==> config.mk <==
export PLATFORM = sky130hd
export DESIGN_NAME = rftx_config_regs
export DESIGN_NICKNAME = d
export VERILOG_FILES = /design/src/include/rftx_pkg.sv /design/src/hw/rftx_config_regs.sv
export SDC_FILE = /design/constraint.sdc
export NUM_CORES = 1
export LEC_CHECK = 0
export BUFFER_PORTS_ARGS = -buffer_cell sky130_fd_sc_hd__buf_2
export CORE_MARGIN = 2
export CORE_UTILIZATION = 47
export DETAILED_ROUTE_END_ITERATION = 8
export PLACE_DENSITY = 0.8
export REMOVE_ABC_BUFFERS = 1
export SYNTH_ARGS = -nofsm -noshare
export SYNTH_HDL_FRONTEND = slang
export SYNTH_SLANG_ARGS = --single-unit
==> constraint.sdc <==
create_clock -name pclk -period 2.9 [get_ports pclk]
set_clock_uncertainty 0.15 [all_clocks]
set_input_delay 0.29 -clock pclk [delete_from_list [all_inputs] [get_ports pclk]]
set_output_delay 0.29 -clock pclk [all_outputs]
set_load 0.01 [all_outputs]
==> src/include/rftx_pkg.sv <==
// Purpose: Shared constants and types of the transmitter configuration block.
// Assumes: Registers sit one per 32-bit word; byte address is four times the index.
// Notes:   Reset values and style codes are plain defaults held here once.
package rftx_pkg;

	// ----------------------------------------------------------------
	// Register map
	// ----------------------------------------------------------------
	localparam int unsigned RFTX_ADDR_W   = 12;
	localparam logic [7:0] IDX_DRIVER_MODE       = 8'h28;
	localparam logic [7:0] IDX_CARRIER_AMPLITUDE = 8'h29;
	localparam logic [7:0] IDX_MODULATION_CTRL   = 8'h2a;
	localparam logic [7:0] IDX_OVERSHOOT_LOAD    = 8'h2b;
	localparam logic [1:0] WORD_LSBS             = 2'h0;

	// Reset values and writable-bit masks (reserved bits stay zero).
	localparam logic [7:0] RST_DRIVER_MODE  = 8'h00;
	localparam logic [7:0] RST_CARRIER_AMP  = 8'h00;
	localparam logic [7:0] RST_MOD_CTRL     = 8'h00;
	localparam logic [7:0] RST_OVERSHOOT    = 8'h00;
	localparam logic [7:0] MASK_DRIVER_MODE = 8'hcf;
	localparam logic [7:0] MASK_CARRIER_AMP = 8'hdf;
	localparam logic [7:0] MASK_MOD_CTRL    = 8'hff;
	localparam logic [7:0] MASK_OVERSHOOT   = 8'hff;

	// ----------------------------------------------------------------
	// Field positions
	// ----------------------------------------------------------------
	localparam int unsigned POS_SECOND_INV = 7;
	localparam int unsigned POS_FIRST_INV  = 6;
	localparam int unsigned POS_DRV_EN     = 3;
	localparam int unsigned POS_FULL_SWING = 3;
	localparam int unsigned POS_MOD_INV    = 2;

	typedef enum logic [2:0] {
		STYLE_HIGH_Z     = 3'h0,
		STYLE_PUSH_PULL  = 3'h1,
		STYLE_OPEN_DRAIN = 3'h2,
		STYLE_BAD_A      = 3'h3,
		STYLE_FIXED_LOW  = 3'h4,
		STYLE_FIXED_HIGH = 3'h5,
		STYLE_BAD_B      = 3'h6,
		STYLE_PUSH_ALT   = 3'h7
	} rftx_style_type;

	typedef enum logic [1:0] {
		MSRC_NONE     = 2'h0,
		MSRC_ENVELOPE = 2'h1,
		MSRC_EXTERNAL = 2'h2,
		MSRC_RESERVED = 2'h3
	} rftx_msrc_type;

	typedef struct packed {
		logic           second_driver_invert;
		logic           first_driver_invert;
		logic           driver_enable;
		rftx_style_type driver_output_style;
		logic [1:0]     carrier_level_reduction;
		logic [4:0]     residual_carrier;
		logic [3:0]     overshoot_extra_length;
		logic           full_swing;
		logic           modulation_polarity_flip;
		rftx_msrc_type  modulation_source_select;
		logic [3:0]     overshoot_first_timer_value;
		logic [3:0]     expected_load_current_trim;
	} rftx_cfg_type;

	typedef struct packed {
		logic out;
		logic oe;
	} rftx_pin_type;

endpackage

==> src/hw/rftx_config_regs.sv <==
// Purpose: Transmitter configuration registers on APB and the driver pin logic they steer.
// Assumes: One clock pclk at 25 MHz; asynchronous active-low reset presetn.
// Notes:   Zero-wait APB slave; unmapped addresses answer with pslverr.
`timescale 1ns/1ps

// How it works
// Bit 7 inverts second antenna driver pin
// Bit 6 inverts first antenna driver pin
// Bit 3 enables both driver pins together
// Software avoids the two unsupported style codes
// Style field picks open-drain, push-pull, off, fixed
// Two bits pick 100/250/500/1000 mV reduction
// Full swing forces maximum, ignores reduction
// Source: none, envelope, external, reserved
// Polarity bit inverts chosen modulation signal
// Extra overshoot modulation length in carrier cycles
// Load register upper nibble feeds first timer
// Lower nibble holds expected load current trim
// Five bits hold residual carrier percentage
// Reserved bits read zero, writes ignored
module rftx_config_regs
	import rftx_pkg::*;
#(
	parameter int unsigned CARRIER_DIV = 2
) (
	// Clock and reset
	input  wire logic                   pclk,
	input  wire logic                   presetn,
	// APB slave
	input  wire logic [RFTX_ADDR_W-1:0] paddr,
	input  wire logic                   psel,
	input  wire logic                   penable,
	input  wire logic                   pwrite,
	input  wire logic [31:0]            pwdata,
	input  wire logic [3:0]             pstrb,
	output logic      [31:0]            prdata,
	output logic                        pready,
	output logic                        pslverr,
	// Modulation sources
	input  wire logic                   internal_envelope,
	input  wire logic                   ext_modulation_pin,
	// Antenna driver pins
	output rftx_pin_type                first_antenna_driver_pin,
	output rftx_pin_type                second_antenna_driver_pin,
	// Analog control
	output logic                        full_swing_active,
	output logic [1:0]                  amplitude_reduction_sel,
	output logic                        modulation_active,
	output rftx_cfg_type                cfg
);

	// ----------------------------------------------------------------
	// Register storage and APB decode
	// ----------------------------------------------------------------
	logic [7:0] driver_mode_r;
	logic [7:0] carrier_amplitude_r;
	logic [7:0] modulation_control_r;
	logic [7:0] overshoot_load_trim_r;
	logic [31:0] prdata_r;
	logic        pslverr_r;

	function automatic logic [RFTX_ADDR_W-1:0] byte_addr(input logic [7:0] idx);
		byte_addr = {{(RFTX_ADDR_W-10){1'b0}}, idx, WORD_LSBS};
	endfunction

	function automatic logic hit(input logic [RFTX_ADDR_W-1:0] a);
		hit = (a == byte_addr(IDX_DRIVER_MODE)) || (a == byte_addr(IDX_CARRIER_AMPLITUDE)) ||
		      (a == byte_addr(IDX_MODULATION_CTRL)) || (a == byte_addr(IDX_OVERSHOOT_LOAD));
	endfunction

	logic wr_en;
	logic setup;
	assign setup  = psel && !penable;
	assign wr_en  = psel && penable && pwrite && pready && pstrb[0];
	assign pready = 1'b1;
	assign prdata = prdata_r;
	assign pslverr = pslverr_r;

	always_ff @(posedge pclk or negedge presetn) begin
		if (!presetn) begin
			driver_mode_r         <= RST_DRIVER_MODE;
			carrier_amplitude_r   <= RST_CARRIER_AMP;
			modulation_control_r  <= RST_MOD_CTRL;
			overshoot_load_trim_r <= RST_OVERSHOOT;
		end else if (wr_en) begin
			// Reserved positions are masked away on write.
			if (paddr == byte_addr(IDX_DRIVER_MODE))
				driver_mode_r <= pwdata[7:0] & MASK_DRIVER_MODE;
			if (paddr == byte_addr(IDX_CARRIER_AMPLITUDE))
				carrier_amplitude_r <= pwdata[7:0] & MASK_CARRIER_AMP;
			if (paddr == byte_addr(IDX_MODULATION_CTRL))
				modulation_control_r <= pwdata[7:0] & MASK_MOD_CTRL;
			if (paddr == byte_addr(IDX_OVERSHOOT_LOAD))
				overshoot_load_trim_r <= pwdata[7:0] & MASK_OVERSHOOT;
		end
	end

	// Read data and error are captured in the setup cycle so the access phase sees flip-flops.
	always_ff @(posedge pclk or negedge presetn) begin
		if (!presetn) begin
			prdata_r  <= 32'h0000_0000;
			pslverr_r <= 1'b0;
		end else if (setup) begin
			pslverr_r <= !hit(paddr);
			if (pwrite || !hit(paddr))
				prdata_r <= 32'h0000_0000;
			else if (paddr == byte_addr(IDX_DRIVER_MODE))
				prdata_r <= {24'h00_0000, driver_mode_r};
			else if (paddr == byte_addr(IDX_CARRIER_AMPLITUDE))
				prdata_r <= {24'h00_0000, carrier_amplitude_r};
			else if (paddr == byte_addr(IDX_MODULATION_CTRL))
				prdata_r <= {24'h00_0000, modulation_control_r};
			else
				prdata_r <= {24'h00_0000, overshoot_load_trim_r};
		end
	end

	// ----------------------------------------------------------------
	// Field decode
	// ----------------------------------------------------------------
	always_comb begin
		cfg.second_driver_invert        = driver_mode_r[POS_SECOND_INV];
		cfg.first_driver_invert         = driver_mode_r[POS_FIRST_INV];
		cfg.driver_enable               = driver_mode_r[POS_DRV_EN];
		cfg.driver_output_style         = rftx_style_type'(driver_mode_r[2:0]);
		cfg.carrier_level_reduction     = carrier_amplitude_r[7:6];
		cfg.residual_carrier            = carrier_amplitude_r[4:0];
		cfg.overshoot_extra_length      = modulation_control_r[7:4];
		cfg.full_swing                  = modulation_control_r[POS_FULL_SWING];
		cfg.modulation_polarity_flip    = modulation_control_r[POS_MOD_INV];
		cfg.modulation_source_select    = rftx_msrc_type'(modulation_control_r[1:0]);
		cfg.overshoot_first_timer_value = overshoot_load_trim_r[7:4];
		cfg.expected_load_current_trim  = overshoot_load_trim_r[3:0];
	end

	// Full swing overrides the reduction choice; the selector then reads zero.
	assign full_swing_active       = cfg.full_swing;
	assign amplitude_reduction_sel = cfg.full_swing ? 2'h0 : cfg.carrier_level_reduction;

	// ----------------------------------------------------------------
	// External modulation synchroniser and carrier divider
	// ----------------------------------------------------------------
	logic ext_sync1_r;
	logic ext_sync2_r;
	always_ff @(posedge pclk or negedge presetn) begin
		if (!presetn) begin
			ext_sync1_r <= 1'b0;
			ext_sync2_r <= 1'b0;
		end else begin
			ext_sync1_r <= ext_modulation_pin;
			ext_sync2_r <= ext_sync1_r;
		end
	end

	localparam int unsigned DIV_W = (CARRIER_DIV > 1) ? $clog2(CARRIER_DIV) : 1;
	logic [DIV_W-1:0] div_cnt_r;
	logic             carrier_tick;
	logic             carrier_phase_r;
	assign carrier_tick = (div_cnt_r == DIV_W'(CARRIER_DIV - 1));

	always_ff @(posedge pclk or negedge presetn) begin
		if (!presetn)
			div_cnt_r <= '0;
		else if (carrier_tick)
			div_cnt_r <= '0;
		else
			div_cnt_r <= div_cnt_r + DIV_W'(1);
	end

	always_ff @(posedge pclk or negedge presetn) begin
		if (!presetn)
			carrier_phase_r <= 1'b0;
		else if (carrier_tick)
			carrier_phase_r <= !carrier_phase_r;
	end

	// One carrier cycle ends on the tick that returns the phase to low.
	logic carrier_cycle_end;
	assign carrier_cycle_end = carrier_tick && carrier_phase_r;

	// ----------------------------------------------------------------
	// Modulation source and overshoot extension
	// ----------------------------------------------------------------
	logic mod_raw;
	always_comb begin
		case (cfg.modulation_source_select)
			MSRC_ENVELOPE: mod_raw = internal_envelope;
			MSRC_EXTERNAL: mod_raw = ext_sync2_r;
			default:       mod_raw = 1'b0;
		endcase
	end

	logic mod_sel;
	assign mod_sel = (cfg.modulation_source_select == MSRC_ENVELOPE ||
	                  cfg.modulation_source_select == MSRC_EXTERNAL) ?
	                 (mod_raw ^ cfg.modulation_polarity_flip) : 1'b0;

	typedef enum logic [2:0] {
		OS_IDLE  = 3'b001,
		OS_MOD   = 3'b010,
		OS_EXTRA = 3'b100
	} rftx_os_state_type;

	rftx_os_state_type os_state_r;
	logic [3:0]        extra_cnt_r;

	always_ff @(posedge pclk or negedge presetn) begin
		if (!presetn) begin
			os_state_r  <= OS_IDLE;
			extra_cnt_r <= 4'h0;
		end else begin
			case (os_state_r)
				OS_IDLE: begin
					if (mod_sel)
						os_state_r <= OS_MOD;
				end
				OS_MOD: begin
					// Modulation is held for the programmed number of extra carrier cycles.
					if (!mod_sel && cfg.overshoot_extra_length != 4'h0) begin
						os_state_r  <= OS_EXTRA;
						extra_cnt_r <= cfg.overshoot_extra_length;
					end else if (!mod_sel) begin
						os_state_r <= OS_IDLE;
					end
				end
				OS_EXTRA: begin
					if (mod_sel) begin
						os_state_r <= OS_MOD;
					end else if (carrier_cycle_end) begin
						extra_cnt_r <= extra_cnt_r - 4'h1;
						if (extra_cnt_r == 4'h1)
							os_state_r <= OS_IDLE;
					end
				end
				default: os_state_r <= OS_IDLE;
			endcase
		end
	end

	assign modulation_active = (os_state_r == OS_MOD) || (os_state_r == OS_EXTRA);

	// ----------------------------------------------------------------
	// Driver pin style
	// ----------------------------------------------------------------
	function automatic rftx_pin_type drive(input rftx_style_type st, input logic en, input logic lvl);
		drive = '{out: 1'b0, oe: 1'b0};
		if (en) begin
			case (st)
				STYLE_PUSH_PULL,
				STYLE_PUSH_ALT:   drive = '{out: lvl, oe: 1'b1};
				STYLE_OPEN_DRAIN: drive = '{out: 1'b0, oe: !lvl};
				STYLE_FIXED_LOW:  drive = '{out: 1'b0, oe: 1'b1};
				STYLE_FIXED_HIGH: drive = '{out: 1'b1, oe: 1'b1};
				default:          drive = '{out: 1'b0, oe: 1'b0};
			endcase
		end
	endfunction

	rftx_pin_type first_pin_r;
	rftx_pin_type second_pin_r;
	always_ff @(posedge pclk or negedge presetn) begin
		if (!presetn) begin
			first_pin_r  <= '{out: 1'b0, oe: 1'b0};
			second_pin_r <= '{out: 1'b0, oe: 1'b0};
		end else begin
			first_pin_r  <= drive(cfg.driver_output_style, cfg.driver_enable,
			                      carrier_phase_r ^ cfg.first_driver_invert);
			second_pin_r <= drive(cfg.driver_output_style, cfg.driver_enable,
			                      carrier_phase_r ^ cfg.second_driver_invert);
		end
	end

	assign first_antenna_driver_pin  = first_pin_r;
	assign second_antenna_driver_pin = second_pin_r;
endmodule

---- Word level (Yosys, flattened, before mapping) ----
Cells that the tools add are included.
cells by class
  add/sub/neg operators ................... 2
  equal/unequal tests ..................... 22
  mux-type cells .......................... 23
  bitwise logic cells ..................... 3
  reductions and logical operators ........ 27
operators with widths
  kind                                               number
  == test 12 x 8 -> 1 bit (second input constant)    4
  two-way mux 8 bit                                  4
  two-way mux 3 bit                                  6
  one-hot mux 2 bit (4 select lines)                 2
  == test 3 bit (second input constant)              4
  two-way mux 4 bit                                  3
  inequality test 3 bit (second input constant)      3
  one-hot mux 3 bit (3 select lines)                 1
  inequality test 2 bit (second input constant)      4
  one-hot mux 4 bit (2 select lines)                 1
  AND reduction 2 bit                                4
  AND reduction 4 bit                                2
  == test 3 x 1 -> 1 bit (second input constant)     2
  == test 3 x 2 -> 1 bit (second input constant)     2
  logical AND 1 bit                                  6
  zero test 1 bit                                    6
  logical OR 1 bit                                   6
  two-way mux 2 bit                                  3
  == test 4 x 1 -> 1 bit (second input constant)     1
  nonzero test 4 bit                                 1
  subtractor 4 x 1 -> 4 bit (second input constant)  1
  XOR 1 bit                                          3
  == test 2 x 1 -> 1 bit (second input constant)     1
  == test 2 bit (second input constant)              1
  5 further kinds                                    6
word-level totals
  register bits ........................... 77
  bits of input ports ..................... 55
  output and inout bits ................... 71
  word-level logic and storage cells ...... 93

---- Logic depth before layout (Yosys ltp) ----
  depth in word-level cells ............... 8
  gate-level depth with buffers ........... 6

---- Worst setup path before layout ----
Ideal clock, no wire load.
  path kind ............................... input to register
  from .................................... in paddr[9]
  to ...................................... reg carrier_amplitude_r[0]
  setup time .............................. 125 ps
  data arrival time ....................... 1809 ps
  data required time ...................... 2625 ps
  setup slack ............................. 816 ps
  stages on the path ...................... 5
  path buffers ............................ 1
  cell sequence ........................... or4b_1 > nor3_4 > and4_1 > buf_6 > mux2_2
between the ends
  longest elaborated chain between the ends .. 2
ends and longest elaborated chain
  item                                  line                    text
  start, declared                       rftx_config_regs.sv:30  input wire logic [RFTX_ADDR_W-1:0] paddr,
  == test 12 x 8 -> 1 bit               rftx_config_regs.sv:89  if (paddr == byte_addr(IDX_CARRIER_AMPLITUDE))
  AND reduction 2 bit (no source line)  n/a
  end signal, assigned                  rftx_config_regs.sv:90  carrier_amplitude_r <= pwdata[7:0] & MASK_CARRIER_AMP;
  end, declared                         rftx_config_regs.sv:56  logic [7:0] carrier_amplitude_r;
Every way passes these cells.
A chain may end at the register's enable or synchronous reset.

---- Final worst setup path ----
  from .................................... reg modulation_control_r[0]
  to ...................................... reg extra_cnt_r[1]
between the ends
  longest elaborated chain between the ends .. 8
ends and longest elaborated chain
  item                                                            line                                                                       text
  start, declared                                                 rftx_config_regs.sv:57                                                     logic [7:0] modulation_control_r;
  start signal, assigned                                          rftx_config_regs.sv:92                                                     modulation_control_r <= pwdata[7:0] & MASK_MOD_CTRL;
  == test 2 bit / == test 2 x 1 -> 1 bit (equally long branches)  rftx_config_regs.sv:186, rftx_config_regs.sv:195, rftx_config_regs.sv:194
  one-hot mux 1 bit (2 select lines)                              rftx_config_regs.sv:186                                                    case (cfg.modulation_source_select)
  XOR 1 bit                                                       rftx_config_regs.sv:196                                                    (mod_raw ^ cfg.modulation_polarity_flip) : 1'b0;
  two-way mux 1 bit *                                             rftx_config_regs.sv:195                                                    cfg.modulation_source_select == MSRC_EXTERNAL) ?
  zero test 1 bit                                                 n/a
  logical AND 1 bit                                               rftx_config_regs.sv:219                                                    if (!mod_sel && cfg.overshoot_extra_length != 4'h0) begin
  inequality test 2 bit (no source line)                          n/a
  AND reduction 4 bit (no source line) *                          n/a
  end signal, assigned                                            rftx_config_regs.sv:221                                                    extra_cnt_r <= cfg.overshoot_extra_length;
  end signal, assigned                                            rftx_config_regs.sv:230                                                    extra_cnt_r <= extra_cnt_r - 4'h1;
  end, declared                                                   rftx_config_regs.sv:205                                                    logic [3:0] extra_cnt_r;
Mark *: on every way between the ends. The rest lies on a longest branch, timed or not.

==> impl_metrics.csv <==
group,metric,value,unit
status,outcome,"finished clean",
synthesis,synth_area_leader_cell,"dfrtp_1",
grt,grt_max_degree,27,
cts,numCtsBuffers,5,
power_and_ir_drop,vdd_ir_drop_max,0.244,mV
routing,wirelength,6330,um
cts,htree_levels,2,
critical_path,crit_path_end_kind,"register",
cts,clock-sinks,53,
power_and_ir_drop,p_leak,1.75,nW
cells_and_area,syn_to_final_growth,16.0,%
timing,hold_viol,0,
power_and_ir_drop,p_sw_share,24.1,%
power_and_ir_drop,p_total,1.27,mW
critical_path,worstPathCellList,"inv_1 > ha_1 > a22oi_1 > mux2i_1 > nand2_1 > mux2_2",
grt,antenna_found_initial,0,
cts,hold_buffers,2,
cts,cts_root_buffer,"clkbuf_8",
synthesis,synth_top_area_share,46.1,%
flow_run,cap_violations,0,
die,start_util,48.2,%
critical_path,slowest_delay,0.57,ns
critical_path,start_kind,"register",
timing,tns,0,ns
routing,drtAntennaViolNets,0,
worst_hold_path,hp-class,"in -> reg",
routing,viasPerCell,5.29,
timing,finalSetupViolations,0,
routing,route.vias.total,2131,
synthesis,netlist_instances,252,
timing,fin_crit_sh,79.8,%
grt,grt_pass1_wl,9750,um
synthesis,synth_area,2820,um^2
synthesis,synth_most_common_cell,"dfrtp_1",
grt,grt-ovfl-total,0,
cts,clk_path_buf_depth,2,
synthesis,yosys-top-cells-count,"dfrtp_1, mux2_2, buf_4",
cts,cts_setup_buffers,0,
die,fp-row-count,28,
timing,worstMarginPinSlew,0.588,ns
synthesis,synth-seq-cells,53,
synthesis,syn_area_per_cell,11.2,um^2
timing,final-max-slew-violation-count,0,
die,coreArea,5850,um^2
power_and_ir_drop,power.share.clock,34.6,%
grt,grt_pass1_vias,2069,
placement,numPortBuffers,73,
timing,fin_ws,0.585,ns
timing,holdWs,0.0684,ns
grt,grt_usage,19.7,%
routing,dr.pass1.iters,4,
power_and_ir_drop,pwr-share-seq,58.7,%
critical_path,worstPathRequired,2.95,ns
cells_and_area,diodes,0,
die,io_pins,126,
timing,grt_setup_unrepaired,"false",
synthesis,synth.area.top_cells,"dfrtp_1, mux2_2, buf_4",
timing,max_freq,432,MHz
critical_path,cp_data_arrival_time,2.36,ns
cts,cts_tree,"yes",
routing,drt_iter0_drc,149,
placement,place_inst,393,
critical_path,path_max_fanout,8,
power_and_ir_drop,combinationalPowerShare,6.7,%
synthesis,ys_types,49,
routing,routedWlPerCell,15.7,um
cts,clkTransAtPathRegs,0.09,ns
placement,post-place-ws,0.433,ns
cts,cts_resized,0,
cells_and_area,drive_above_1_share,38.1,%
synthesis,synthArstFlopShare,100,%
critical_path,worst_path_max_delay_cell,"mux2i_1",
synthesis,yosysSeqAreaShare,47.1,%
synthesis,synth_edf_count,0,
cts,clk_latency,0.31,ns
cells_and_area,final_nets,386,
synthesis,synthFlopType,"dfrtp_1",
cells_and_area,instances_no_fill,403,
placement,gp_congestion,0.822,
power_and_ir_drop,p_switching,305,uW
timing,fin_crit,2.32,ns
power_and_ir_drop,internal_power,961,uW
synthesis,yosysWarnings,0,
critical_path,path_class,"reg -> reg",
power_and_ir_drop,powerDensity,387,nW/um^2
die,die_x,81.5,um
placement,post-dp-hpwl,4780,um
routing,drc,0,
die,die_area,6640,um^2
die,die_h,81.5,um
timing,max-slew-margin-rel,59.7,%
-- critical path, delay by kind of cell, from the launching register on --
family | cells | cell delay, ns
multiplexers | 2 | 0.88
AO/OA/AOI/OAI | 1 | 0.26
adder cells (fa/ha/maj) | 1 | 0.19
flip-flops | 1 | 0.43
AND/OR/NAND/NOR | 1 | 0.22
buffers and inverters | 1 | 0.07
-- sequential cells by signal, summed over array words and instances, names as in the netlist --
signal                     count
second_antenna_driver_pin      2
carrier_amplitude_r            7
ext_sync1_r                    1
extra_cnt_r                    4
overshoot_load_trim_r          8
modulation_control_r           8
pslverr                        1
os_state_r                     3
driver_mode_r                  6
ext_sync2_r                    1
carrier_phase_r                1
carrier_tick                   1
first_antenna_driver_pin       2
prdata                         8
-- kinds of logic (layout without fill, tap and decap cells) --
| kind of cell | count (synthesis) | count (layout) | synth area share, % |
|---|---|---|---|
| multiplexers | 40 | 40 | 15.6 |
| other | 2 | 25 | 0.266 |
| AO/OA/AOI/OAI | 46 | 46 | 11.0 |
| buffers and inverters | 44 | 97 | 9.72 |
| flip-flops | 53 | 53 | 47.1 |
| XOR/XNOR | 3 | 3 | 0.932 |
| adder cells (fa/ha/maj) | 5 | 5 | 2.13 |
| AND/OR/NAND/NOR | 59 | 59 | 13.3 |
-- layer usage --
metal | vias to the layer above | global-route usage (%) | wire [um]
li1 | 996 | - | -
met1 | 1039 | 23.8 | 2590
met2 | 86 | 34.1 | 3180
met3 | 10 | 5.16 | 465
met4 | 0 | 6.44 | 92
met5 | - | 0 | 0
-- worst paths after layout --
| path | start | endpoint | slack, ns | cells after the start |
|---|---|---|---|---|
| setup / recovery | modulation_control_r[0] | extra_cnt_r[1] | 0.58 | 6 |
| hold / removal | pwdata[5] | overshoot_load_trim_r[5] | 0.07 | 2 |
| setup reg to reg | modulation_control_r[0] | extra_cnt_r[1] | 0.58 | 6 |
| hold reg to reg | ext_sync1_r | ext_sync2_r | 0.21 | 0 |
| max in group asynchronous | presetn | modulation_control_r[7] | 1.74 | 3 |
| min in group asynchronous | presetn | carrier_amplitude_r[2] | 0.22 | 2 |
-- layout make-up --
| type | instances | area [um^2] |
|---|---|---|
| flip-flops and latches | 53 | 1330 |
| well taps | 75 | 93.8 |
| clock inverters | 2 | 13.8 |
| inverters | 11 | 41.3 |
| clock buffers | 6 | 82.6 |
| fillers | 494 | 2580 |
| multi-input cells | 178 | 1310 |
| repair buffers | 78 | 408 |
-- cell usage in the layout (no fill, tap or decap), types with 4 or more instances in the layout --
cell	synthesis	routed
a21oi_1	6	6
nand2_1	16	16
nor3_1	5	5
inv_1	11	11
o21ai_0	13	13
conb_1	2	25
nor2_1	9	9
buf_2	0	73
o31a_1	5	5
ha_1	4	4
dfrtp_1	52	52
nor2b_1	5	5
clkbuf_8	0	6
o22ai_1	5	5
mux2_2	32	32
mux2i_1	8	8
-- power by group through the flow --
stage               clock, mW  combinational, mW  sequential, mW
floorplan                   0             0.0290           0.759
global placement            0             0.0813           0.758
detailed placement          0             0.0831           0.758
CTS                     0.451             0.0854           0.743
global route            0.483             0.0968           0.744
finish                  0.439             0.0845           0.743
-- metrics by stage --
stage               utilization, %  cell area (um^2)
finish                        55.9              3270
global route                  55.9              3270
CTS                           55.9              3270
detailed placement            53.9              3160
global placement              53.9              3160
floorplan                        -              2670
Power figures use the tool's default switching activity.
